`config.mk`:
```
export PLATFORM = sky130hd
export DESIGN_NAME = system_control_regs
export DESIGN_NICKNAME = d
export VERILOG_FILES = /design/src/pkg/sysctl_pkg.sv /design/src/design/system_control_regs.sv /design/src/design/button_debounce.sv /design/src/design/watchdog_timer.sv
export SDC_FILE = /design/constraint.sdc
export NUM_CORES = 1
export LEC_CHECK = 0
export ABC_AREA = 1
export BUFFER_PORTS_ARGS = -buffer_cell sky130_fd_sc_hd__buf_4
export CAP_MARGIN = 40
export CELL_PAD_IN_SITES_DETAIL_PLACEMENT = 1
export CELL_PAD_IN_SITES_GLOBAL_PLACEMENT = 2
export CORE_MARGIN = 2
export CORE_UTILIZATION = 33
export CTS_BUF_LIST = sky130_fd_sc_hd__clkbuf_8 sky130_fd_sc_hd__clkbuf_16
export CTS_CLUSTER_DIAMETER = 30
export DETAILED_ROUTE_END_ITERATION = 6
export GPL_TIMING_DRIVEN = 1
export PLACE_DENSITY = 0.81
export SLEW_MARGIN = 20
export SYNTH_ARGS = -nofsm -noshare
export SYNTH_HDL_FRONTEND = slang
export SYNTH_HIERARCHICAL = 1
export SYNTH_SLANG_ARGS = --single-unit
```
`constraint.sdc`:
```
create_clock -name clock_in -period 2.6 [get_ports clock_in]
set_input_delay 0 -clock clock_in [delete_from_list [all_inputs] [get_ports clock_in]]
set_output_delay 0 -clock clock_in [all_outputs]
set_load 0.1 [all_outputs]
```
`src/pkg/sysctl_pkg.sv`:
```
package sysctl_pkg;

  // Register map
  localparam logic [7:0] ADDR_CTRL_ONE = 8'h03;
  localparam logic [7:0] ADDR_CTRL_TWO = 8'h04;

  // Control one fields
  localparam int C1_DEBUG_HALT = 7;
  localparam int C1_MEM_VALID = 5;
  localparam int C1_CHIP_SET_UP = 4;
  localparam int C1_DEBOUNCE_SEL = 3;
  localparam int C1_BUTTON_POL = 1;
  localparam int C1_IRQ_PIN_POLARITY = 0;

  // Control two fields
  localparam int C2_LOW_CUR_SUSPEND = 15;
  localparam int C2_USB_SUSPEND = 14;
  localparam int C2_ROLE_MASTER = 13;
  localparam int C2_MASTER_SRC = 12;
  localparam int C2_MASTER_HIGH = 11;
  localparam int C2_LIMIT_DISABLE = 10;
  localparam int C2_SLAVE_HIGH = 9;
  localparam int C2_WDOG_HIB_EN = 7;
  localparam int C2_WATCHDOG_MODE_SEL_LSB = 4;
  localparam int C2_WATCHDOG_TIMEOUT_SEL_LSB = 0;

  // Reset values and the largest valid timeout code
  localparam logic RST_BUTTON_POL = 1'b1;
  localparam logic RST_IRQ_PIN_POLARITY = 1'b0;
  localparam logic [2:0] RST_WATCHDOG_TIMEOUT_SEL = 3'h4;
  localparam logic [2:0] WATCHDOG_TIMEOUT_SEL_MAX = 3'h5;

  // Timing
  localparam longint unsigned CLK_HZ = 125_000_000;
  localparam longint unsigned DEB_LONG_S = 10;
  localparam longint unsigned DEB_SHORT_S = 5;
  localparam longint unsigned WDOG_BASE_MS = 125;
  localparam logic [31:0] DEB_LONG_CYCLES = 32'(DEB_LONG_S * CLK_HZ);
  localparam logic [31:0] DEB_SHORT_CYCLES = 32'(DEB_SHORT_S * CLK_HZ);
  localparam logic [31:0] WDOG_BASE_CYCLES = 32'(WDOG_BASE_MS * CLK_HZ / 1000);

  typedef enum logic [1:0] {
    WDOG_OFF = 2'b00,
    WDOG_TIMEOUT = 2'b01,
    WDOG_RESET = 2'b10,
    WDOG_TWO_STAGE = 2'b11
  } watchdog_mode_sel_t;

  typedef struct packed {
    logic [7:0] addr;
    logic write;
    logic read;
    logic [15:0] wdata;
  } reg_req_t;

  typedef struct packed {
    logic low_current_suspend;
    logic suspend;
    logic role_master;
    logic master_source_sel;
    logic master_high_current;
    logic limit_disable;
    logic slave_high_current;
  } usb_ctrl_t;

  typedef struct packed {
    logic undervoltage;
    logic boot_fail;
    logic master_to_slave;
  } usb_events_t;

  typedef struct packed {
    logic debug_halt;
    logic mem_valid;
    logic chip_set_up;
    logic debounce_sel;
    logic button_pol;
    logic irq_pin_polarity;
    usb_ctrl_t usb;
    logic wdog_hib_enable;
    watchdog_mode_sel_t watchdog_mode_sel;
    logic [2:0] wdog_timeout;
    logic [15:0] rdata;
    logic keepalive_prev;
    logic irq_pin;
  } regs_state_t;

  localparam regs_state_t REGS_RESET = '{
    debug_halt: 1'b0, mem_valid: 1'b0, chip_set_up: 1'b0, debounce_sel: 1'b0,
    button_pol: RST_BUTTON_POL, irq_pin_polarity: RST_IRQ_PIN_POLARITY, usb: '0,
    wdog_hib_enable: 1'b0, watchdog_mode_sel: WDOG_OFF, wdog_timeout: RST_WATCHDOG_TIMEOUT_SEL,
    rdata: 16'h0000, keepalive_prev: 1'b0, irq_pin: ~RST_IRQ_PIN_POLARITY};

endpackage

```
`src/design/system_control_regs.sv`:
```
`timescale 1ns/1ps
module system_control_regs #(
  parameter logic [31:0] DEB_LONG = sysctl_pkg::DEB_LONG_CYCLES,
  parameter logic [31:0] DEB_SHORT = sysctl_pkg::DEB_SHORT_CYCLES,
  parameter logic [31:0] WDOG_BASE = sysctl_pkg::WDOG_BASE_CYCLES
) (
  // Clock and resets
  input wire logic clock_in,
  input wire logic rst_in,
  input wire logic sm_reset_in,
  // Register port from the control interface
  input wire sysctl_pkg::reg_req_t reg_req_in,
  output logic [15:0] reg_rdata_out,
  // Chip state
  input wire logic security_unlocked_in,
  input wire logic hibernate_in,
  input wire logic memory_reset_out_n_in,
  input wire sysctl_pkg::usb_events_t usb_events_in,
  // Pins
  input wire logic button_pin_in,
  input wire logic keepalive_input_in,
  input wire logic irq_request_in,
  output logic irq_pin_out,
  // Control outputs
  output sysctl_pkg::usb_ctrl_t usb_ctrl_out,
  output logic memory_valid_out,
  output logic chip_configured_out,
  output logic shutdown_request_out,
  output logic watchdog_timeout_event_out,
  output logic watchdog_reset_event_out,
  output logic system_reset_out
);
  import sysctl_pkg::*;

  regs_state_t state_ff;
  regs_state_t nxt_state;
  logic write_one;
  logic write_two;
  logic [15:0] wd;
  logic button_active;
  logic keepalive_edge;
  logic wdog_reload;
  watchdog_mode_sel_t watchdog_mode_sel_eff;

  assign write_one = reg_req_in.write && reg_req_in.addr == ADDR_CTRL_ONE;
  assign write_two = reg_req_in.write && reg_req_in.addr == ADDR_CTRL_TWO;
  assign wd = reg_req_in.wdata;

  // Polarity 1 makes a low pin the active level
  assign button_active = button_pin_in ^ state_ff.button_pol;

  assign keepalive_edge = keepalive_input_in ^ state_ff.keepalive_prev;
  assign wdog_reload = keepalive_edge || write_two;

  // Hibernate without the enable stops the watchdog outright
  always_comb
  begin
    if (hibernate_in && !state_ff.wdog_hib_enable)
      watchdog_mode_sel_eff = WDOG_OFF;
    else
      watchdog_mode_sel_eff = state_ff.watchdog_mode_sel;
  end

  always_comb
  begin
    nxt_state = state_ff;
    nxt_state.keepalive_prev = keepalive_input_in;
    nxt_state.irq_pin = irq_request_in ^ ~state_ff.irq_pin_polarity;

    if (write_one)
    begin
      nxt_state.mem_valid = wd[C1_MEM_VALID];
      nxt_state.chip_set_up = wd[C1_CHIP_SET_UP];
      nxt_state.irq_pin_polarity = wd[C1_IRQ_PIN_POLARITY];
      if (security_unlocked_in)
      begin
        nxt_state.debug_halt = wd[C1_DEBUG_HALT];
        nxt_state.debounce_sel = wd[C1_DEBOUNCE_SEL];
        nxt_state.button_pol = wd[C1_BUTTON_POL];
      end
    end

    if (write_two)
    begin
      nxt_state.usb.low_current_suspend = wd[C2_LOW_CUR_SUSPEND];
      nxt_state.usb.suspend = wd[C2_USB_SUSPEND];
      nxt_state.usb.role_master = wd[C2_ROLE_MASTER];
      nxt_state.usb.master_source_sel = wd[C2_MASTER_SRC];
      nxt_state.usb.master_high_current = wd[C2_MASTER_HIGH];
      nxt_state.usb.limit_disable = wd[C2_LIMIT_DISABLE];
      nxt_state.usb.slave_high_current = wd[C2_SLAVE_HIGH];
      nxt_state.wdog_hib_enable = wd[C2_WDOG_HIB_EN];
      if (security_unlocked_in)
      begin
        nxt_state.watchdog_mode_sel = watchdog_mode_sel_t'(wd[C2_WATCHDOG_MODE_SEL_LSB +: 2]);
        // Reserved timeout codes leave the old setting in place
        if (wd[C2_WATCHDOG_TIMEOUT_SEL_LSB +: 3] <= WATCHDOG_TIMEOUT_SEL_MAX)
          nxt_state.wdog_timeout = wd[C2_WATCHDOG_TIMEOUT_SEL_LSB +: 3];
      end
    end

    // Hardware clears override a write in the same cycle
    if (!memory_reset_out_n_in)
      nxt_state.mem_valid = 1'b0;
    if (usb_events_in.undervoltage || usb_events_in.boot_fail)
    begin
      nxt_state.usb.low_current_suspend = 1'b0;
      nxt_state.usb.suspend = 1'b0;
      nxt_state.usb.slave_high_current = 1'b0;
    end
    if (usb_events_in.master_to_slave)
      nxt_state.usb.role_master = 1'b0;

    if (reg_req_in.read)
    begin
      nxt_state.rdata = '0;
      if (reg_req_in.addr == ADDR_CTRL_ONE)
      begin
        nxt_state.rdata[C1_DEBUG_HALT] = state_ff.debug_halt;
        nxt_state.rdata[C1_MEM_VALID] = state_ff.mem_valid;
        nxt_state.rdata[C1_CHIP_SET_UP] = state_ff.chip_set_up;
        nxt_state.rdata[C1_DEBOUNCE_SEL] = state_ff.debounce_sel;
        nxt_state.rdata[C1_BUTTON_POL] = state_ff.button_pol;
        nxt_state.rdata[C1_IRQ_PIN_POLARITY] = state_ff.irq_pin_polarity;
      end
      else if (reg_req_in.addr == ADDR_CTRL_TWO)
      begin
        nxt_state.rdata[C2_LOW_CUR_SUSPEND] = state_ff.usb.low_current_suspend;
        nxt_state.rdata[C2_USB_SUSPEND] = state_ff.usb.suspend;
        nxt_state.rdata[C2_ROLE_MASTER] = state_ff.usb.role_master;
        nxt_state.rdata[C2_MASTER_SRC] = state_ff.usb.master_source_sel;
        nxt_state.rdata[C2_MASTER_HIGH] = state_ff.usb.master_high_current;
        nxt_state.rdata[C2_LIMIT_DISABLE] = state_ff.usb.limit_disable;
        nxt_state.rdata[C2_SLAVE_HIGH] = state_ff.usb.slave_high_current;
        nxt_state.rdata[C2_WDOG_HIB_EN] = state_ff.wdog_hib_enable;
        nxt_state.rdata[C2_WATCHDOG_MODE_SEL_LSB +: 2] = state_ff.watchdog_mode_sel;
        nxt_state.rdata[C2_WATCHDOG_TIMEOUT_SEL_LSB +: 3] = state_ff.wdog_timeout;
      end
    end

    // State-machine reset: only the fields it owns
    if (sm_reset_in)
    begin
      nxt_state.button_pol = REGS_RESET.button_pol;
      nxt_state.irq_pin_polarity = REGS_RESET.irq_pin_polarity;
      nxt_state.usb.role_master = 1'b0;
      nxt_state.usb.master_source_sel = 1'b0;
      nxt_state.usb.master_high_current = 1'b0;
      nxt_state.usb.slave_high_current = 1'b0;
      nxt_state.watchdog_mode_sel = REGS_RESET.watchdog_mode_sel;
    end

    if (rst_in)
      nxt_state = REGS_RESET;
  end

  always_ff @(posedge clock_in)
  begin
    state_ff <= nxt_state;
  end

  button_debounce #(
    .LONG_CYCLES(DEB_LONG),
    .SHORT_CYCLES(DEB_SHORT)
  ) u_debounce (
    .clock_in(clock_in),
    .rst_in(rst_in),
    .active_in(button_active),
    .short_sel_in(state_ff.debounce_sel),
    .shutdown_out(shutdown_request_out)
  );

  watchdog_timer #(
    .BASE_CYCLES(WDOG_BASE)
  ) u_watchdog (
    .clock_in(clock_in),
    .rst_in(rst_in),
    .mode_in(watchdog_mode_sel_eff),
    // Next value, so a write to control two reloads with the new timeout
    .timeout_sel_in(nxt_state.wdog_timeout),
    .halt_in(state_ff.debug_halt),
    .reload_in(wdog_reload),
    .timeout_event_out(watchdog_timeout_event_out),
    .reset_event_out(watchdog_reset_event_out)
  );

  assign system_reset_out = watchdog_reset_event_out;
  assign reg_rdata_out = state_ff.rdata;
  assign irq_pin_out = state_ff.irq_pin;
  assign usb_ctrl_out = state_ff.usb;
  assign memory_valid_out = state_ff.mem_valid;
  assign chip_configured_out = state_ff.chip_set_up;
endmodule // system_control_regs

```
`src/design/button_debounce.sv`:
```
`timescale 1ns/1ps
module button_debounce #(
  parameter logic [31:0] LONG_CYCLES = sysctl_pkg::DEB_LONG_CYCLES,
  parameter logic [31:0] SHORT_CYCLES = sysctl_pkg::DEB_SHORT_CYCLES
) (
  // Clock and reset
  input wire logic clock_in,
  input wire logic rst_in,
  // Button
  input wire logic active_in,
  input wire logic short_sel_in,
  output logic shutdown_out
);
  import sysctl_pkg::*;

  typedef struct packed {
    logic [31:0] count;
    logic fired;
    logic pulse;
  } deb_state_t;

  deb_state_t state_ff;
  deb_state_t nxt_state;
  logic [31:0] limit;

  always_comb
  begin
    limit = short_sel_in ? SHORT_CYCLES : LONG_CYCLES;
    nxt_state = state_ff;
    nxt_state.pulse = 1'b0;
    if (!active_in)
    begin
      nxt_state.count = '0;
      nxt_state.fired = 1'b0;
    end
    else if (!state_ff.fired)
    begin
      if (state_ff.count >= limit - 32'h1)
      begin
        nxt_state.pulse = 1'b1;
        nxt_state.fired = 1'b1;
      end
      else
      begin
        nxt_state.count = state_ff.count + 32'h1;
      end
    end
  end

  always_ff @(posedge clock_in)
  begin
    if (rst_in)
      state_ff <= '0;
    else
      state_ff <= nxt_state;
  end

  assign shutdown_out = state_ff.pulse;
endmodule // button_debounce

```
`src/design/watchdog_timer.sv`:
```
`timescale 1ns/1ps
module watchdog_timer #(
  parameter logic [31:0] BASE_CYCLES = sysctl_pkg::WDOG_BASE_CYCLES
) (
  // Clock and reset
  input wire logic clock_in,
  input wire logic rst_in,
  // Control
  input wire sysctl_pkg::watchdog_mode_sel_t mode_in,
  input wire logic [2:0] timeout_sel_in,
  input wire logic halt_in,
  input wire logic reload_in,
  // Events
  output logic timeout_event_out,
  output logic reset_event_out
);
  import sysctl_pkg::*;

  typedef struct packed {
    logic [31:0] count;
    logic strike;
    logic timeout_event;
    logic reset_event;
  } wd_state_t;

  wd_state_t state_ff;
  wd_state_t nxt_state;
  logic [31:0] period;

  always_comb
  begin
    period = BASE_CYCLES << timeout_sel_in;
    nxt_state = state_ff;
    nxt_state.timeout_event = 1'b0;
    nxt_state.reset_event = 1'b0;
    if (mode_in == WDOG_OFF || reload_in)
    begin
      nxt_state.count = period;
      nxt_state.strike = 1'b0;
    end
    else if (!halt_in)
    begin
      if (state_ff.count <= 32'h1)
      begin
        nxt_state.count = period;
        unique case (mode_in)
          WDOG_OFF: ;
          WDOG_TIMEOUT: nxt_state.timeout_event = 1'b1;
          WDOG_RESET: nxt_state.reset_event = 1'b1;
          WDOG_TWO_STAGE:
          begin
            nxt_state.timeout_event = !state_ff.strike;
            nxt_state.reset_event = state_ff.strike;
            nxt_state.strike = !state_ff.strike;
          end
        endcase
      end
      else
      begin
        nxt_state.count = state_ff.count - 32'h1;
      end
    end
  end

  always_ff @(posedge clock_in)
  begin
    if (rst_in)
    begin
      state_ff <= '0;
      state_ff.count <= BASE_CYCLES << RST_WATCHDOG_TIMEOUT_SEL;
    end
    else
    begin
      state_ff <= nxt_state;
    end
  end

  assign timeout_event_out = state_ff.timeout_event;
  assign reset_event_out = state_ff.reset_event;
endmodule // watchdog_timer

```
==> reports/results.tsv <==
metric	value	unit
Req. time, crit path	2860	ps
total overflow reported by the global router	0	
fin. max-slew vios	0	
PD cells	371.3	mW/mm²
count of pins on the block boundary	68	
combinational family with the most area after synthesis	simple AND/OR/NAND/NOR gates	
detail-routed via count per cell	4.849	
Post-synth top cells	314 x sky130_fd_sc_hd__nand2_1, 192 x sky130_fd_sc_hd__nor2_1, 162 x sky130_fd_sc_hd__inv_1, 104 x sky130_fd_sc_hd__dfxtp_1, 91 x sky130_fd_sc_hd__nand3_1	
chip height	156.7	µm
effective utilization at floorplan	0.3378	
sort of element at the end of the critical path	register	
Die Footprint	0.02455	mm²
headroom to the max-slew limit	0.5113	
area of combinational cells with multiple inputs	0.004534	mm²
sequential element share of the synthesized area	0.2706	
n_diodes	0	
number of remaining DRC errors	0	
summed instance area of the synthesized netlist	0.007694	mm²
class of the most critical hold timing path	in2reg	
post-synthesis adder-cell area fraction	0.03415	
total of flip-flops plus latches after synthesis	104	
Register Area	0.002082	mm²
fraction of synthesized area in multiplexers	0	
CTS root buf	sky130_fd_sc_hd__clkbuf_16	
final hold violation count	0	
Row Count	55	
net total in the final layout	1367	
global placement routability congestion	0.8427	
area of the core region	0.02278	mm²
Worst Max-Slew Pin Slew	732.2	ps
post-detailed-route wirelength per cell	15.85	µm
Initial DRC Count	330	
average size of a mapped cell	6.205	µm²
complex-gate fraction of the synthesized area	0.09254	
Setup Skew	16.03	ps
Longest Clk Path Bufs	2	
area share of and/or/nand/nor cells after synthesis	0.4381	
clock sink count	104	
clock network latency to the later pin of the worst-skew pair	370	ps
upper clock frequency limit	0.4201	GHz
Setup Crit Path Kind	in2reg	
peak supply drop	0.0002776	V
clock buffer count from CTS	9	
number of global-route vias before repair	7950	
outcome	complete, no violations	
quantity of I/O buffers inserted on ports	63	
initial antenna violation count	0	
async set or reset register ratio after synthesis	0	
number of nets with antenna violations after detailed routing	0	
H-tree levels	3	
final-layout setup total negative slack	0	ps
leakage power summed over all cells	3.872	nW
total setup violations reported at the end of the flow	0	
area growth from synthesis to layout	15.61	%
arrival time of data at the critical path endpoint	2640	ps
Max-Cap Viols	0	
router iterations before antenna repair	4	
area share of the largest cell type after synthesis	0.2706	
most frequently used cell type in the post-synthesis netlist	sky130_fd_sc_hd__nand2_1	
HPWL after detailed placement	19470	µm
crit-path max FO	38	
Resized Gates After CTS	0	
library cells used by synthesis	46	
number of enable flip-flop cells after synthesis	0	
total detailed-routing wirelength	25770	µm
global routing usage summed across all routing layers	0.2163	
part of the cycle the worst path needs	0.9156	
wire length of the first global-routing pass	41880	µm
post-route worst setup slack	219.5	ps
synthesized instance count	1240	
register clock-pin slew on the reported worst setup and hold paths	80	ps
most used flip-flop cell after synthesis	sky130_fd_sc_hd__dfxtp_1	
via count of the routed design	7884	
fraction of final layout cells with drive strength greater than 1	0.1470	
dominant cells by area after synthesis	sky130_fd_sc_hd__dfxtp_1 27%, sky130_fd_sc_hd__nand2_1 15%, sky130_fd_sc_hd__nor2_1 9.4%	
maximum number of pins on one net before global-route repair	39	
area leader, netlist	sky130_fd_sc_hd__dfxtp_1	
Place WS	103.1	ps
Min Clock Period, post-route	2381	ps
element type at the critical path start	input port	
Ys Warns	6	
RSZ-0062 raised after global routing	no	
width of the chip	156.7	µm
post-synthesis share of cell area spent on xor and xnor gates	0.02277	
TritonCTS clock tree	built	
number of filler instances in the final layout	3047	
-- cell families after synthesis --
logic type | Yosys count
buffers and inverters | 230
other | 1
xor gates and xnor gates | 20
adders and majority gates | 21
and+or+nand+nor | 737
AOI/OAI and AO/OA | 127
DFF | 104
-- placed cells by master, fill, tap and decap left out, types with 4 or more instances in the layout --
| cell | count |
|---|---|
| sky130_fd_sc_hd__o21ai_2 | 6 |
| sky130_fd_sc_hd__nor2_4 | 7 |
| sky130_fd_sc_hd__nand3_2 | 7 |
| sky130_fd_sc_hd__nand3_1 | 91 |
| sky130_fd_sc_hd__o21ai_0 | 42 |
| sky130_fd_sc_hd__a21oi_1 | 47 |
| sky130_fd_sc_hd__nand4_1 | 46 |
| sky130_fd_sc_hd__clkbuf_16 | 9 |
| sky130_fd_sc_hd__dfxtp_1 | 104 |
| sky130_fd_sc_hd__o21ai_1 | 12 |
| sky130_fd_sc_hd__nor3_1 | 19 |
| sky130_fd_sc_hd__buf_4 | 92 |
| sky130_fd_sc_hd__nand2_1 | 314 |
| sky130_fd_sc_hd__nor2_2 | 22 |
| sky130_fd_sc_hd__xor2_1 | 18 |
| sky130_fd_sc_hd__a21oi_2 | 6 |
| sky130_fd_sc_hd__ha_1 | 21 |
| sky130_fd_sc_hd__inv_1 | 162 |
| sky130_fd_sc_hd__nor2_1 | 192 |
| sky130_fd_sc_hd__dlygate4sd3_1 | 23 |
| sky130_fd_sc_hd__clkinv_1 | 5 |
| sky130_fd_sc_hd__nand2_4 | 5 |
| sky130_fd_sc_hd__nand2_2 | 18 |
| sky130_fd_sc_hd__o22ai_1 | 4 |
-- stage by stage --
step	instance area, µm²	hold slack, ps	instances	power (mW)	util
6_report	8895	12.65	1626	3.302	0.3905
5_1_grt	8895	28.91	1626	3.429	0.3905
4_1_cts	8889	6.476	1625	3.359	0.3902
3_5_place_dp	8347	206.3	1586	1.857	0.3664
3_3_place_gp	8347	197.9	1586	1.854	0.3664
2_1_floorplan	7697	100.4	1241	1.780	-
-- worst max-delay path, cell delays in order --
cell and delay (ps):
sky130_fd_sc_hd__dlygate4sd3_1 530, sky130_fd_sc_hd__buf_4 210, sky130_fd_sc_hd__buf_4 490, sky130_fd_sc_hd__nor3_1 140, sky130_fd_sc_hd__dlygate4sd3_1 610, sky130_fd_sc_hd__o21ai_2 60
sky130_fd_sc_hd__dlygate4sd3_1 560, sky130_fd_sc_hd__nor2_1 40
-- power breakdown --
| group | switching [mW] | total [mW] | internal (mW) |
|---|---|---|---|
| Combinational | 0.150 | 0.239 | 0.0887 |
| Sequential | 0.00496 | 1.60 | 1.60 |
| Clock | 0.766 | 1.46 | 0.693 |
| Total | 0.921 | 3.30 | 2.38 |
-- flip-flops by register name, summed over array words and instances, names as in the netlist --
| signal | cells |
|---|---|
| u_debounce/shutdown_out | 1 |
| u_debounce/state_ff | 33 |
| usb_ctrl_out | 7 |
| memory_valid_out | 1 |
| reg_rdata_out | 14 |
| u_watchdog/state_ff | 33 |
| state_ff | 11 |
| irq_pin_out | 1 |
| u_watchdog/timeout_event_out | 1 |
| chip_configured_out | 1 |
| u_watchdog/reset_event_out | 1 |
-- metal layers --
layer  global-route usage  up-vias  share of wire
met5                    0        -              0
met4              0.03626        0         0.0078
met3              0.02575       14          0.032
met2               0.3946       99           0.50
met1               0.2761     3731           0.46
li1                     -     4040              -
-- cell type report --
class	count	area share
Clock buffer	9	0.02532
Clock inverter	7	0.009706
Inverter	169	0.07132
Multi-Input combinational cell	908	0.5098
Sequential cell	104	0.2341
Tap cell	313	0.04403
Timing Repair Buffer	116	0.1058
-- timing repair --
| item | in CTS | in global routing |
|---|---|---|
| endpoints found under the hold margin | 24 | 0 |
| buffers inserted | 0 | 0 |
| hold buffers | 23 | 0 |
| setup endpoints to repair | 0 | 21 |
-- worst paths after layout --
path / from / to / slack, ps / cells after the start
setup / recovery: rst_in / usb_ctrl_out[4] / 220 / 8
hold / removal: reg_req_in[3] / state_ff[33] / 10 / 5
setup reg to reg: state_ff[33] / u_debounce/state_ff[5] / 250 / 12
hold reg to reg: reg_rdata_out[3] / reg_rdata_out[3] / 470 / 2
No activity file was read; power rests on OpenSTA's default activity.
